$ cat config.mk
export PLATFORM = sky130hd
export DESIGN_NAME = dcw_interpreter
export DESIGN_NICKNAME = d
export VERILOG_FILES = /design/src/verilog/dcw_pkg.sv /design/src/verilog/dcw_interpreter.sv /design/src/verilog/dcw_data_set_select.sv
export VERILOG_INCLUDE_DIRS = /design/src /design/src/verilog
export SDC_FILE = /design/constraint.sdc
export NUM_CORES = 1
export LEC_CHECK = 0
export BUFFER_PORTS_ARGS = -buffer_cell sky130_fd_sc_hd__buf_2
export CORE_UTILIZATION = 35
export DETAILED_ROUTE_END_ITERATION = 12
export GPL_TIMING_DRIVEN = 1
export PLACE_DENSITY = 0.65
export SYNTH_ARGS = -nofsm -noshare
export SYNTH_HDL_FRONTEND = slang
export SYNTH_SLANG_ARGS = --single-unit
$ cat constraint.sdc
create_clock -name core_clk -period 5.7 [get_ports core_clk]
set_input_delay 1.425 -clock core_clk [delete_from_list [all_inputs] [get_ports core_clk]]
set_output_delay 1.425 -clock core_clk [all_outputs]
set_load 0.1 [all_outputs]
$ cat src/verilog/dcw_map.svh
// Register fields, parameter codes and constants of the drive command interpreter
// What this block does
// - Command in first out word, report in first in word
// - Operation source from source setting, 0 to 2
// - Source 0: start, stop, direction from pins
// - Source 2: start, stop, direction from command bits
// - Source 1: state machine, positioning, modes only here
// - Source held per data set, remote bit follows
// - Selection 0 contacts choose, 1..4 force set
// - Selection 5 contacts choose only while disabled
// - Active data set reads 1 to 4
// - Input monitor shows release only with channels and bit0
// - Remote contacts start needs both channels and bit0
// - Contact modes support only velocity mode
// - Report bit 4 shows mains presence
// - Report bit 7 flags internal warning
// - Report bit 10 target reached or zero-frequency regulation
// - Report bit 11 internal limit active
// - Report bit 15 imminent fault warning
// - Enable operation needs channels, plus start outside motion
// - State-machine command acts only with source 1
// - Bits 4,5,6,8 only in motion configuration
// - Report bits 12, 13 only in motion configuration
// - Rising bit 7 clears fault, enable pattern 1111
`ifndef DCW_MAP_SVH
`define DCW_MAP_SVH

// -----------------------------------------------------------------
// Operation source codes
// -----------------------------------------------------------------
`define DCW_SRC_CONTACTS 8'h00
`define DCW_SRC_STATE_MACHINE 8'h01
`define DCW_SRC_REMOTE 8'h02

// -----------------------------------------------------------------
// Data set selection codes
// -----------------------------------------------------------------
`define DCW_DSS_CONTACTS 3'h0
`define DCW_DSS_MAX_FORCED 3'h4
`define DCW_DSS_WHEN_DISABLED 3'h5

// -----------------------------------------------------------------
// Command word bit positions
// -----------------------------------------------------------------
`define DCW_CMD_START 0
`define DCW_CMD_ENABLE_VOLTAGE 1
`define DCW_CMD_QUICK_STOP_N 2
`define DCW_CMD_ENABLE_OP 3
`define DCW_CMD_FAULT_RESET 7
`define DCW_CMD_HALT 8
`define DCW_CMD_VIRT_CW 9
`define DCW_CMD_VIRT_CCW 10
`define DCW_CMD_VIRT_IN3 11
`define DCW_CMD_UNUSED 14

// -----------------------------------------------------------------
// State report bit positions and patterns
// -----------------------------------------------------------------
`define DCW_RPT_FAULT 3
`define DCW_RPT_MAINS 4
`define DCW_RPT_WARNING 7
`define DCW_RPT_REMOTE 9
`define DCW_RPT_TARGET 10
`define DCW_RPT_LIMIT 11
`define DCW_RPT_MODE_LO 12
`define DCW_RPT_MODE_HI 13
`define DCW_RPT_WARNING2 15
`define DCW_RPT_SWITCHED_ON 6'h23
`define DCW_RPT_OP_ENABLED 6'h37
`define DCW_RPT_SM_DISABLED 6'h00
`define DCW_RPT_SM_READY 6'h21
`define DCW_RPT_SM_SWITCHED 6'h23
`define DCW_RPT_SM_ENABLED 6'h27
`define DCW_RPT_SM_QSTOP 6'h07
`define DCW_RPT_SM_FAULT 6'h08
`define DCW_ENABLE_PATTERN 4'hF
`define DCW_SWITCH_ON_PATTERN 4'h7
`define DCW_SHUTDOWN_PATTERN 3'h6

// -----------------------------------------------------------------
// Misc values
// -----------------------------------------------------------------
`define DCW_MODE_VELOCITY 8'h02
`define DCW_RESET_DATA_SET 3'h1

`endif

$ cat src/verilog/dcw_pkg.sv
// Types shared by the drive command interpreter files
package dcw_pkg;

    // Drive state of the command path
    typedef enum logic [2:0] {
        DCW_SWITCH_ON_DISABLED,
        DCW_READY,
        DCW_SWITCHED_ON,
        DCW_OP_ENABLED,
        DCW_QUICK_STOP,
        DCW_FAULT
    } dcw_state_type;

    // Status inputs from the drive core
    typedef struct packed {
        logic mains_present;
        logic internal_warning;
        logic target_reached;
        logic power_fail_zero;
        logic limit_active;
        logic delayed_warning;
        logic fault_active;
        logic [1:0] mode_bits;
    } dcw_status_in_type;

    // Physical contact inputs
    typedef struct packed {
        logic safe_torque_off_channel_a;
        logic safe_torque_off_channel_b;
        logic start_clockwise_input;
        logic start_anticlockwise_input;
        logic extension_digital_input_three;
        logic [3:0] data_set_contacts;
    } dcw_contacts_type;

    // Per data set configuration
    typedef struct packed {
        logic [7:0] op_source_ds4;
        logic [7:0] op_source_ds3;
        logic [7:0] op_source_ds2;
        logic [7:0] op_source_ds1;
        logic [2:0] data_set_selection;
        logic motion_config;
    } dcw_config_type;

endpackage : dcw_pkg

$ cat src/verilog/dcw_interpreter.sv
// Drive command word interpreter and state report generator
`timescale 1ns/100ps
`default_nettype none
`include "dcw_map.svh"

module dcw_interpreter (
    // Clock and reset
    input wire logic core_clk,
    input wire logic rst_n,
    // Process data from the fieldbus master
    input wire logic [15:0] command_word,
    input wire logic command_valid,
    // Parameter-written command word
    input wire logic [15:0] command_param,
    input wire logic command_param_write,
    // Configuration
    input wire dcw_pkg::dcw_config_type config_in,
    // Pins
    input wire dcw_pkg::dcw_contacts_type contacts,
    // Drive core status
    input wire dcw_pkg::dcw_status_in_type core_status,
    // State report to the master
    output logic [15:0] inverter_state_report,
    // Readbacks
    output logic [2:0] active_data_set,
    output logic [7:0] op_source,
    output logic [4:0] digital_input_monitor,
    output logic [7:0] mode_of_operation,
    output logic [7:0] warning_cause,
    // Drive commands
    output logic run_clockwise,
    output logic run_anticlockwise,
    output logic drive_enable,
    output logic quick_stop,
    output logic halt,
    output logic [2:0] mode_specific,
    output logic fault_clear
);

    // -----------------------------------------------------------------
    // Declarations
    // -----------------------------------------------------------------
    dcw_pkg::dcw_state_type state; // State-machine mode state
    dcw_pkg::dcw_state_type next_state; // Its next value
    logic [15:0] cmd; // Latched effective command
    logic prev_fault_reset; // Bit 7 of the latched command one cycle earlier
    logic src_contacts; // Source 0
    logic src_remote; // Source 2
    logic src_sm; // Source 1
    logic sto_ok; // Both channels released
    logic start_cw; // Start clockwise after source mux
    logic start_ccw; // Start anticlockwise after source mux
    logic release_ok; // Enable-operation gate
    logic contact_enabled; // Contact-mode drive enable
    logic inverter_enabled; // Drive running, any source
    logic fault_reset_edge; // Rising bit 7
    logic [15:0] next_report; // Next state report

    // -----------------------------------------------------------------
    // Data set selection
    // -----------------------------------------------------------------

    // Data set picks which source value applies
    dcw_data_set_select u_ds (
        .core_clk(core_clk),
        .rst_n(rst_n),
        .data_set_selection(config_in.data_set_selection),
        .data_set_contacts(contacts.data_set_contacts),
        .inverter_enabled(inverter_enabled),
        .active_data_set(active_data_set)
    );

    // -----------------------------------------------------------------
    // Operation source
    // -----------------------------------------------------------------

    // source follows the active data set
    always_comb begin
        unique case (active_data_set)
            3'h2: op_source = config_in.op_source_ds2;
            3'h3: op_source = config_in.op_source_ds3;
            3'h4: op_source = config_in.op_source_ds4;
            default: op_source = config_in.op_source_ds1;
        endcase
    end

    // only values 0 to 2 act; others leave the bus idle
    assign src_contacts = (op_source == `DCW_SRC_CONTACTS);
    assign src_sm = (op_source == `DCW_SRC_STATE_MACHINE);
    assign src_remote = (op_source == `DCW_SRC_REMOTE);

    // -----------------------------------------------------------------
    // Command capture
    // -----------------------------------------------------------------

    // first output word carries the command
    // parameter write counts like a bus word
    always_ff @(posedge core_clk or negedge rst_n) begin
        if (!rst_n) begin
            cmd <= 16'h0000;
        end else if (command_valid) begin
            cmd <= command_word;
        end else if (command_param_write) begin
            cmd <= command_param;
        end
    end

    // Previous bit 7 for edge detection
    always_ff @(posedge core_clk or negedge rst_n) begin
        if (!rst_n) begin
            prev_fault_reset <= 1'b0;
        end else begin
            prev_fault_reset <= cmd[`DCW_CMD_FAULT_RESET];
        end
    end

    // fault cleared by a rising bit 7
    assign fault_reset_edge = cmd[`DCW_CMD_FAULT_RESET] && !prev_fault_reset;

    // -----------------------------------------------------------------
    // Start inputs and release
    // -----------------------------------------------------------------
    assign sto_ok = contacts.safe_torque_off_channel_a && contacts.safe_torque_off_channel_b;

    // Start sources are pins in contact mode, virtual bits in remote mode
    always_comb begin
        start_cw = 1'b0;
        start_ccw = 1'b0;
        if (src_contacts || src_sm) begin
            start_cw = contacts.start_clockwise_input;
            start_ccw = contacts.start_anticlockwise_input;
        end else if (src_remote) begin
            start_cw = cmd[`DCW_CMD_VIRT_CW];
            start_ccw = cmd[`DCW_CMD_VIRT_CCW];
        end
    end

    // channels, plus a start input outside motion config
    assign release_ok = sto_ok && (config_in.motion_config || start_cw || start_ccw);

    // contact mode runs on release and start pins
    // remote mode also needs command bit 0
    always_comb begin
        contact_enabled = 1'b0;
        if (src_contacts) begin
            contact_enabled = sto_ok && (start_cw || start_ccw) && core_status.mains_present;
        end else if (src_remote) begin
            contact_enabled = sto_ok && cmd[`DCW_CMD_START] && (start_cw || start_ccw)
                && core_status.mains_present;
        end
    end

    // -----------------------------------------------------------------
    // State machine for source 1
    // -----------------------------------------------------------------

    // Next state from the command pattern
    always_comb begin
        next_state = state;
        if (core_status.fault_active) begin
            next_state = dcw_pkg::DCW_FAULT;
        end else if (!src_sm) begin
            next_state = dcw_pkg::DCW_SWITCH_ON_DISABLED;
        end else begin
            unique case (state)
                dcw_pkg::DCW_FAULT: begin
                    if (fault_reset_edge) next_state = dcw_pkg::DCW_SWITCH_ON_DISABLED;
                end
                dcw_pkg::DCW_SWITCH_ON_DISABLED: begin
                    if (cmd[2:0] == `DCW_SHUTDOWN_PATTERN) next_state = dcw_pkg::DCW_READY;
                end
                dcw_pkg::DCW_READY: begin
                    if (!cmd[`DCW_CMD_ENABLE_VOLTAGE] || !cmd[`DCW_CMD_QUICK_STOP_N])
                        next_state = dcw_pkg::DCW_SWITCH_ON_DISABLED;
                    else if (cmd[3:0] == `DCW_SWITCH_ON_PATTERN && core_status.mains_present)
                        next_state = dcw_pkg::DCW_SWITCHED_ON;
                end
                dcw_pkg::DCW_SWITCHED_ON: begin
                    if (!cmd[`DCW_CMD_ENABLE_VOLTAGE] || !cmd[`DCW_CMD_QUICK_STOP_N])
                        next_state = dcw_pkg::DCW_SWITCH_ON_DISABLED;
                    else if (!cmd[`DCW_CMD_START])
                        next_state = dcw_pkg::DCW_READY;
                    else if (cmd[3:0] == `DCW_ENABLE_PATTERN && release_ok)
                        next_state = dcw_pkg::DCW_OP_ENABLED;
                end
                dcw_pkg::DCW_OP_ENABLED: begin
                    if (!cmd[`DCW_CMD_ENABLE_VOLTAGE])
                        next_state = dcw_pkg::DCW_SWITCH_ON_DISABLED;
                    else if (!cmd[`DCW_CMD_QUICK_STOP_N])
                        next_state = dcw_pkg::DCW_QUICK_STOP;
                    else if (!cmd[`DCW_CMD_START])
                        next_state = dcw_pkg::DCW_READY;
                    // Release lost drops back to switched on
                    else if (!cmd[`DCW_CMD_ENABLE_OP] || !release_ok)
                        next_state = dcw_pkg::DCW_SWITCHED_ON;
                end
                dcw_pkg::DCW_QUICK_STOP: begin
                    if (!cmd[`DCW_CMD_ENABLE_VOLTAGE])
                        next_state = dcw_pkg::DCW_SWITCH_ON_DISABLED;
                end
            endcase
        end
    end

    // State register
    always_ff @(posedge core_clk or negedge rst_n) begin
        if (!rst_n) begin
            state <= dcw_pkg::DCW_SWITCH_ON_DISABLED;
        end else begin
            state <= next_state;
        end
    end

    // state-machine mode drives from the command word
    assign inverter_enabled = src_sm ? (state == dcw_pkg::DCW_OP_ENABLED) : contact_enabled;

    // -----------------------------------------------------------------
    // Drive command outputs
    // -----------------------------------------------------------------

    // Registered drive commands; direction from start inputs
    always_ff @(posedge core_clk or negedge rst_n) begin
        if (!rst_n) begin
            drive_enable <= 1'b0;
            run_clockwise <= 1'b0;
            run_anticlockwise <= 1'b0;
            quick_stop <= 1'b0;
            fault_clear <= 1'b0;
        end else begin
            drive_enable <= inverter_enabled && !core_status.fault_active;
            run_clockwise <= inverter_enabled && start_cw;
            run_anticlockwise <= inverter_enabled && start_ccw && !start_cw;
            quick_stop <= src_sm && (state == dcw_pkg::DCW_QUICK_STOP);
            fault_clear <= fault_reset_edge && (src_sm || src_remote || src_contacts);
        end
    end

    // bits 4..6 and halt only in motion config and source 1
    // positioning only with state machine source
    always_ff @(posedge core_clk or negedge rst_n) begin
        if (!rst_n) begin
            halt <= 1'b0;
            mode_specific <= 3'h0;
        end else if (config_in.motion_config && src_sm) begin
            halt <= cmd[`DCW_CMD_HALT];
            mode_specific <= cmd[6:4];
        end else begin
            halt <= 1'b0;
            mode_specific <= 3'h0;
        end
    end

    always_ff @(posedge core_clk or negedge rst_n) begin
        if (!rst_n) begin
            mode_of_operation <= `DCW_MODE_VELOCITY;
        end else if (!(src_sm && config_in.motion_config)) begin
            mode_of_operation <= `DCW_MODE_VELOCITY;
        end
    end

    // -----------------------------------------------------------------
    // Monitors
    // -----------------------------------------------------------------

    // release shown only with channels and bit 0
    always_ff @(posedge core_clk or negedge rst_n) begin
        if (!rst_n) begin
            digital_input_monitor <= 5'h00;
        end else begin
            digital_input_monitor[0] <= sto_ok && cmd[`DCW_CMD_START];
            digital_input_monitor[1] <= start_cw;
            digital_input_monitor[2] <= start_ccw;
            digital_input_monitor[3] <= src_remote ? cmd[`DCW_CMD_VIRT_IN3]
                                                   : contacts.extension_digital_input_three;
            digital_input_monitor[4] <= sto_ok;
        end
    end

    always_ff @(posedge core_clk or negedge rst_n) begin
        if (!rst_n) begin
            warning_cause <= 8'h00;
        end else begin
            warning_cause <= {2'h0, core_status.delayed_warning, core_status.limit_active,
                              core_status.fault_active, 2'h0, core_status.internal_warning};
        end
    end

    // -----------------------------------------------------------------
    // State report
    // -----------------------------------------------------------------

    // Builds the report word; unlisted bits stay zero
    always_comb begin
        next_report = 16'h0000;
        if (src_sm) begin
            unique case (state)
                dcw_pkg::DCW_SWITCH_ON_DISABLED: next_report[5:0] = `DCW_RPT_SM_DISABLED;
                dcw_pkg::DCW_READY: next_report[5:0] = `DCW_RPT_SM_READY;
                dcw_pkg::DCW_SWITCHED_ON: next_report[5:0] = `DCW_RPT_SM_SWITCHED;
                dcw_pkg::DCW_OP_ENABLED: next_report[5:0] = `DCW_RPT_SM_ENABLED;
                dcw_pkg::DCW_QUICK_STOP: next_report[5:0] = `DCW_RPT_SM_QSTOP;
                dcw_pkg::DCW_FAULT: next_report[5:0] = `DCW_RPT_SM_FAULT;
            endcase
            next_report[6] = (state == dcw_pkg::DCW_SWITCH_ON_DISABLED);
        end else begin
            next_report[5:0] = contact_enabled ? `DCW_RPT_OP_ENABLED : `DCW_RPT_SWITCHED_ON;
        end
        if (core_status.fault_active) next_report[`DCW_RPT_FAULT] = 1'b1;
        next_report[`DCW_RPT_MAINS] = core_status.mains_present;
        next_report[`DCW_RPT_WARNING] = core_status.internal_warning;
        next_report[`DCW_RPT_REMOTE] = src_sm && sto_ok;
        next_report[`DCW_RPT_TARGET] = core_status.target_reached || core_status.power_fail_zero;
        next_report[`DCW_RPT_LIMIT] = core_status.limit_active;
        // mode bits only in motion config
        if (config_in.motion_config && src_sm) begin
            next_report[`DCW_RPT_MODE_HI:`DCW_RPT_MODE_LO] = core_status.mode_bits;
        end
        next_report[`DCW_RPT_WARNING2] = core_status.delayed_warning;
    end

    // report returned in first input word
    always_ff @(posedge core_clk or negedge rst_n) begin
        if (!rst_n) begin
            inverter_state_report <= 16'h0000;
        end else begin
            inverter_state_report <= next_report;
        end
    end

endmodule : dcw_interpreter
`default_nettype wire

$ cat src/verilog/dcw_data_set_select.sv
// Active data set selection logic
`timescale 1ns/100ps
`default_nettype none
`include "dcw_map.svh"

module dcw_data_set_select (
    // Clock and reset
    input wire logic core_clk,
    input wire logic rst_n,
    // Selection controls
    input wire logic [2:0] data_set_selection,
    input wire logic [3:0] data_set_contacts,
    input wire logic inverter_enabled,
    // Result, value 1 to 4
    output logic [2:0] active_data_set
);

    // -----------------------------------------------------------------
    // Contact decode
    // -----------------------------------------------------------------

    // Lowest asserted contact wins; none keeps the first set
    function automatic logic [2:0] dcw_contact_decode(input logic [3:0] c);
        logic [2:0] r;
        r = `DCW_RESET_DATA_SET;
        if (c[3]) r = 3'h4;
        if (c[2]) r = 3'h3;
        if (c[1]) r = 3'h2;
        if (c[0]) r = 3'h1;
        return r;
    endfunction : dcw_contact_decode

    // -----------------------------------------------------------------
    // Selection register
    // -----------------------------------------------------------------

    // Data set held per the selection mode
    // reads one to four
    always_ff @(posedge core_clk or negedge rst_n) begin
        if (!rst_n) begin
            active_data_set <= `DCW_RESET_DATA_SET;
        end else if (data_set_selection == `DCW_DSS_CONTACTS) begin
            active_data_set <= dcw_contact_decode(data_set_contacts);
        end else if (data_set_selection <= `DCW_DSS_MAX_FORCED) begin
            active_data_set <= data_set_selection;
        // contacts only while disabled; else hold
        end else if (data_set_selection == `DCW_DSS_WHEN_DISABLED && !inverter_enabled) begin
            active_data_set <= dcw_contact_decode(data_set_contacts);
        end
    end

endmodule : dcw_data_set_select
`default_nettype wire

Word-level counts from Yosys, hierarchy flattened
Index checks and enable logic that the tools add are counted.
{ "word_totals": {"ff_bits": 51, "input_bits": 90, "out_inout_bits": 57} }
{ "classes": {"magnitude_cmp": 1, "n_eq_ne": 20, "muxes": 41, "n_reduce_logical": 42} }
{ "ops": {"columns": ["cell", "count"], "rows": [
  ["3-bit 2-to-1 mux", 22],
  ["6-bit case mux with 6 select lines", 1],
  ["12-bit 2-to-1 mux", 2],
  ["8-bit case mux with 3 select lines", 1],
  ["1-bit logical AND", 19],
  ["3-bit case mux with 6 select lines", 1],
  ["3-bit == test (second input constant)", 5],
  ["3-bit by 2-bit == test with 1-bit output (second input constant)", 4],
  ["4-bit != test (second input constant)", 3],
  ["1-bit 2-to-1 mux", 11],
  ["1-bit logical OR", 9],
  ["8-bit by 1-bit == test with 1-bit output (second input constant)", 1],
  ["8-bit by 2-bit == test with 1-bit output (second input constant)", 1],
  ["1-bit zero test", 8],
  ["8-bit zero test", 1],
  ["7-bit != test (second input constant)", 1],
  ["3-bit zero test", 2],
  ["6-bit 2-to-1 mux", 1],
  ["6-bit != test (second input constant)", 1],
  ["6-bit AND reduction", 1],
  ["5-bit 2-to-1 mux", 1],
  ["5-bit != test (second input constant)", 1],
  ["4-bit by 3-bit == test with 1-bit output (second input constant)", 1],
  ["4-bit == test (second input constant)", 1],
  ["5 further kinds", 5]
]} }

Depth between registers and ports, before layout
{ "logic_depth": {"word_depth": 17, "mapped_depth": 9, "depth_no_buf": 7} }

Hierarchy
Synthesis repeated with hierarchy kept, for this count alone.
{ "hier_totals": {"hier_cells": 254, "hier_area_um2": 2568.7} }
{ "by_module_without_submodules": {"columns": ["module", "instances", "cells_per_inst", "area_each_um2", "seq_area_each_um2"], "rows": [
  ["dcw_interpreter", 1, 227, 2357.3, 1126.1],
  ["dcw_data_set_select", 1, 27, 211.5, 76.3]
]} }

Worst setup path before layout
No wires, ideal clock.
{ "synth_path": {"path_kind": "input-to-output", "from": "in config_in[24] (netlist bit)", "to": "out op_source[4]", "arrival_ns": 2.684, "required_ns": 4.275, "slack_ns": 1.591, "cell_stages": 3, "n_path_buf": 0, "path_cell_list": "mux2i_1 > a2bb2oi_1 > o21a_1"} }
{ "synth_via": {"elab_chain_cells": 1} }
{ "synth_lines": {"columns": ["element", "line", "text"], "rows": [
  ["from (decl)", "dcw_interpreter.sv:17", "input wire dcw_pkg::dcw_config_type config_in,"],
  ["8-bit case mux with 3 select lines", "dcw_interpreter.sv:79", "unique case (active_data_set)"],
  ["to (decl)", "dcw_interpreter.sv:26", "output logic [7:0] op_source,"]
]} }
No other way between the ends.

Worst setup path in the final report
{ "layout_path": {"from": "in config_in[21] (netlist bit)", "to": "out op_source[1]"} }
Same word-level chain as after synthesis.

==> summary.txt <==
Iter 0 DRT Violations - 155
GP Congestion - 0.786
Total Power - 893 uW
Worst hold path class - flop to flop
Predominant post-synthesis flop cell - dfrtp_1
CP endpoint kind - primary output
Max-slew violations - 0
Chip Width - 89.5 microns
Die H - 89.5 microns
Synth top area cells - dfrtp_1, mux2i_1, buf_4, nand2_1, o21ai_0
WL/cell - 13.0 microns
Post-synth EDFFs - 0
Fraction of layout cells with a size suffix above 1 - 37.0%
CP max FO - 9
Clock Sinks - 48
Fin Setup TNS - 0 ns
Yosys warns - 0
Drt pass-1 iters - 4
Ant diodes - 0
Max-Cap Viols - 0
Seq pwr share - 42.2%
Yosys reg bits - 48
# port buffers - 124
CTS root buf - clkbuf_8
Initial antenna violation count - 0
CTS tree - yes
Vias in the first global route - 2,081
Residual DRC - 0
Leak - 0.00173 uW
First-pass GRT wire length - 9670 microns
Die Area - 8000 sq um
Number of nets in the layout - 473
Detail Placement HPWL - 4890 microns
Maximum clock path buffer count - 2
Core box area - 7330 sq um
Worst EP arrival - 2.86 ns
Cell with the most instances after synthesis - dfrtp_1
Clk slew on worst S/H paths - 0.08 ns
Top cell type's share of synthesized area - 43.9%
Vias per cell - 4.79
Relative slew slack - 29.4%
CP required - 4.28 ns
Worst-margin pin slew - 1.06 ns
Synth-to-layout area growth - 25.8%
Skew final - 0.00590 ns
Final worst path period need - 4.29 ns
Psw - 365 uW
Vias - 2,315
CP startpoint kind - input pin
Cell variety after synth - 62
Maximum VDD drop - 0.000103 V
Post-Syn Area - 2680 sq um
Gr ovfl total - 0
Io pins - 147
CTS resizes - 0
Tot GR Track Use - 15.5%
Clk Latency, worst-skew pair - 0.29 ns
Leading post-synthesis cells by instance count - dfrtp_1, nand2_1, mux2i_1
Initial Util - 36.5%
Fin crit share - 75.2%
Final hold viol count - 0
RSZ-0062 raised after global routing - false
Synth Area per Inst - 9.92 sq um
Setup Viol. Count Final - 0
Switching share of power - 40.9%
Critical path class - input pin to primary output
Fmax - 233 MHz
Power Density - 265 nW/um^2
Async set or reset register ratio after synthesis - 100%
# rows - 31
CTS Hold Bufs - 0
Number of routed nets with antenna violations - 0
Post-CTS setup buffer count - 0
Register area share after synthesis - 44.9%
Final wirelength - 6280 microns
Comb power frac - 35.3%
Clock power frac - 22.4%
Post-Synthesis Cells - 270
CTS Buf Count - 5
Largest net degree at the start of global routing - 49
Area leader, netlist - dfrtp_1
CTS H-tree lvls - 2
Status - complete, no violations
Cell Int Power - 528 uW
## cell type report
| class | instances | area (sq um) |
|---|---|---|
| fillers | 704 | 3960 |
| well taps | 99 | 124 |
| flip-flops and latches | 48 | 1200 |
| repair buffers | 124 | 621 |
| clock buffers | 8 | 90.1 |
| inverters | 8 | 30.0 |
| multi-input cells | 196 | 1300 |
## power by group through the flow
stage / registers, uW / clock network [uW] / logic (uW)
6_report: 377 / 200 / 315
5_1_grt: 380 / 223 / 335
4_1_cts: 377 / 209 / 316
3_5_place_dp: 384 / 0 / 316
3_3_place_gp: 383 / 0 / 313
2_1_floorplan: 417 / 0 / 218
## critical path: stages
cell and delay [ns]:
buf_2 0.07, mux2i_1 0.08, a211oi_1 0.40, nor2_1 0.23, inv_1 0.19, buf_2 0.46
## cells by family (layout without fill, tap and decap cells)
kind of cell | Yosys count | in the layout | synth area share [%]
mux | 25 | 25 | 9.49
buf+inv | 38 | 140 | 8.13
simple gates | 87 | 87 | 17.5
compound gates | 69 | 69 | 19.4
flops | 48 | 48 | 44.9
other cells | 2 | 14 | 0.280
xor+xnor | 1 | 1 | 0.327
## flip-flops by register name, summed over array words and instances (netlist names), 3 cells and up
name	count
cmd	12
digital_input_monitor	5
inverter_state_report	14
mode_specific	3
state	3
u_ds.active_data_set	3
## per-layer routing
metal	share of wire (%)	global-route usage (%)	up-vias
li1	-	-	1169
met5	0	0	-
met3	5.7	3.14	8
met1	46	21.3	1050
met4	1.5	4.04	0
met2	47	25.1	88
## per-stage QoR
step | setup WS (ns) | hold WS (ns) | util, % | instances | cell area, sq um
5_1_grt | 1.19 | 0.429 | 46.0 | 483 | 3370
2_1_floorplan | 1.59 | 0.374 | - | 282 | 2720
4_1_cts | 1.40 | 0.416 | 46.0 | 483 | 3370
3_5_place_dp | 1.40 | 0.397 | 44.7 | 475 | 3280
6_report | 1.41 | 0.416 | 46.0 | 483 | 3370
3_3_place_gp | 1.44 | 0.392 | 44.7 | 475 | 3280
## final timing paths
| path | depth (start not counted) | to | slack, ns | from |
|---|---|---|---|---|
| max | 6 | op_source[1] | 1.41 | config_in[21] |
| min | 0 | prev_fault_reset$_DFF_PN0_ | 0.42 | cmd[7]$_DFFE_PN0P_ |
| max reg2reg | 6 | digital_input_monitor[3]$_DFF_PN0_ | 2.90 | u_ds.active_data_set[0]$_DFFE_PN1P_ |
| min reg2reg | 0 | prev_fault_reset$_DFF_PN0_ | 0.42 | cmd[7]$_DFFE_PN0P_ |
| max in group asynchronous | 1 | cmd[5]$_DFFE_PN0P_ | 3.73 | rst_n |
| min in group asynchronous | 1 | inverter_state_report[11]$_DFF_PN0_ | 1.32 | rst_n |
## cell usage in the layout, fill, tap and decap left out, types with 2 or more instances in the layout
| master | n |
|---|---|
| nand3_1 | 5 |
| o21a_1 | 6 |
| a2bb2oi_1 | 3 |
| a21oi_1 | 11 |
| clkbuf_1 | 2 |
| mux2i_1 | 22 |
| dfrtp_1 | 47 |
| a211oi_1 | 5 |
| inv_1 | 8 |
| o211ai_1 | 2 |
| mux2_2 | 2 |
| nor2b_1 | 3 |
| o2111ai_1 | 2 |
| nor2_1 | 17 |
| nand2_1 | 25 |
| buf_2 | 124 |
| nor3_1 | 6 |
| clkbuf_8 | 6 |
| a31oi_1 | 3 |
| nand2b_1 | 5 |
| o21ai_1 | 2 |
| o22a_1 | 2 |
| and3_1 | 10 |
| o21ai_0 | 15 |
| conb_1 | 14 |
| nor4b_1 | 3 |
Note: power is estimated with default switching activity, not from simulation.
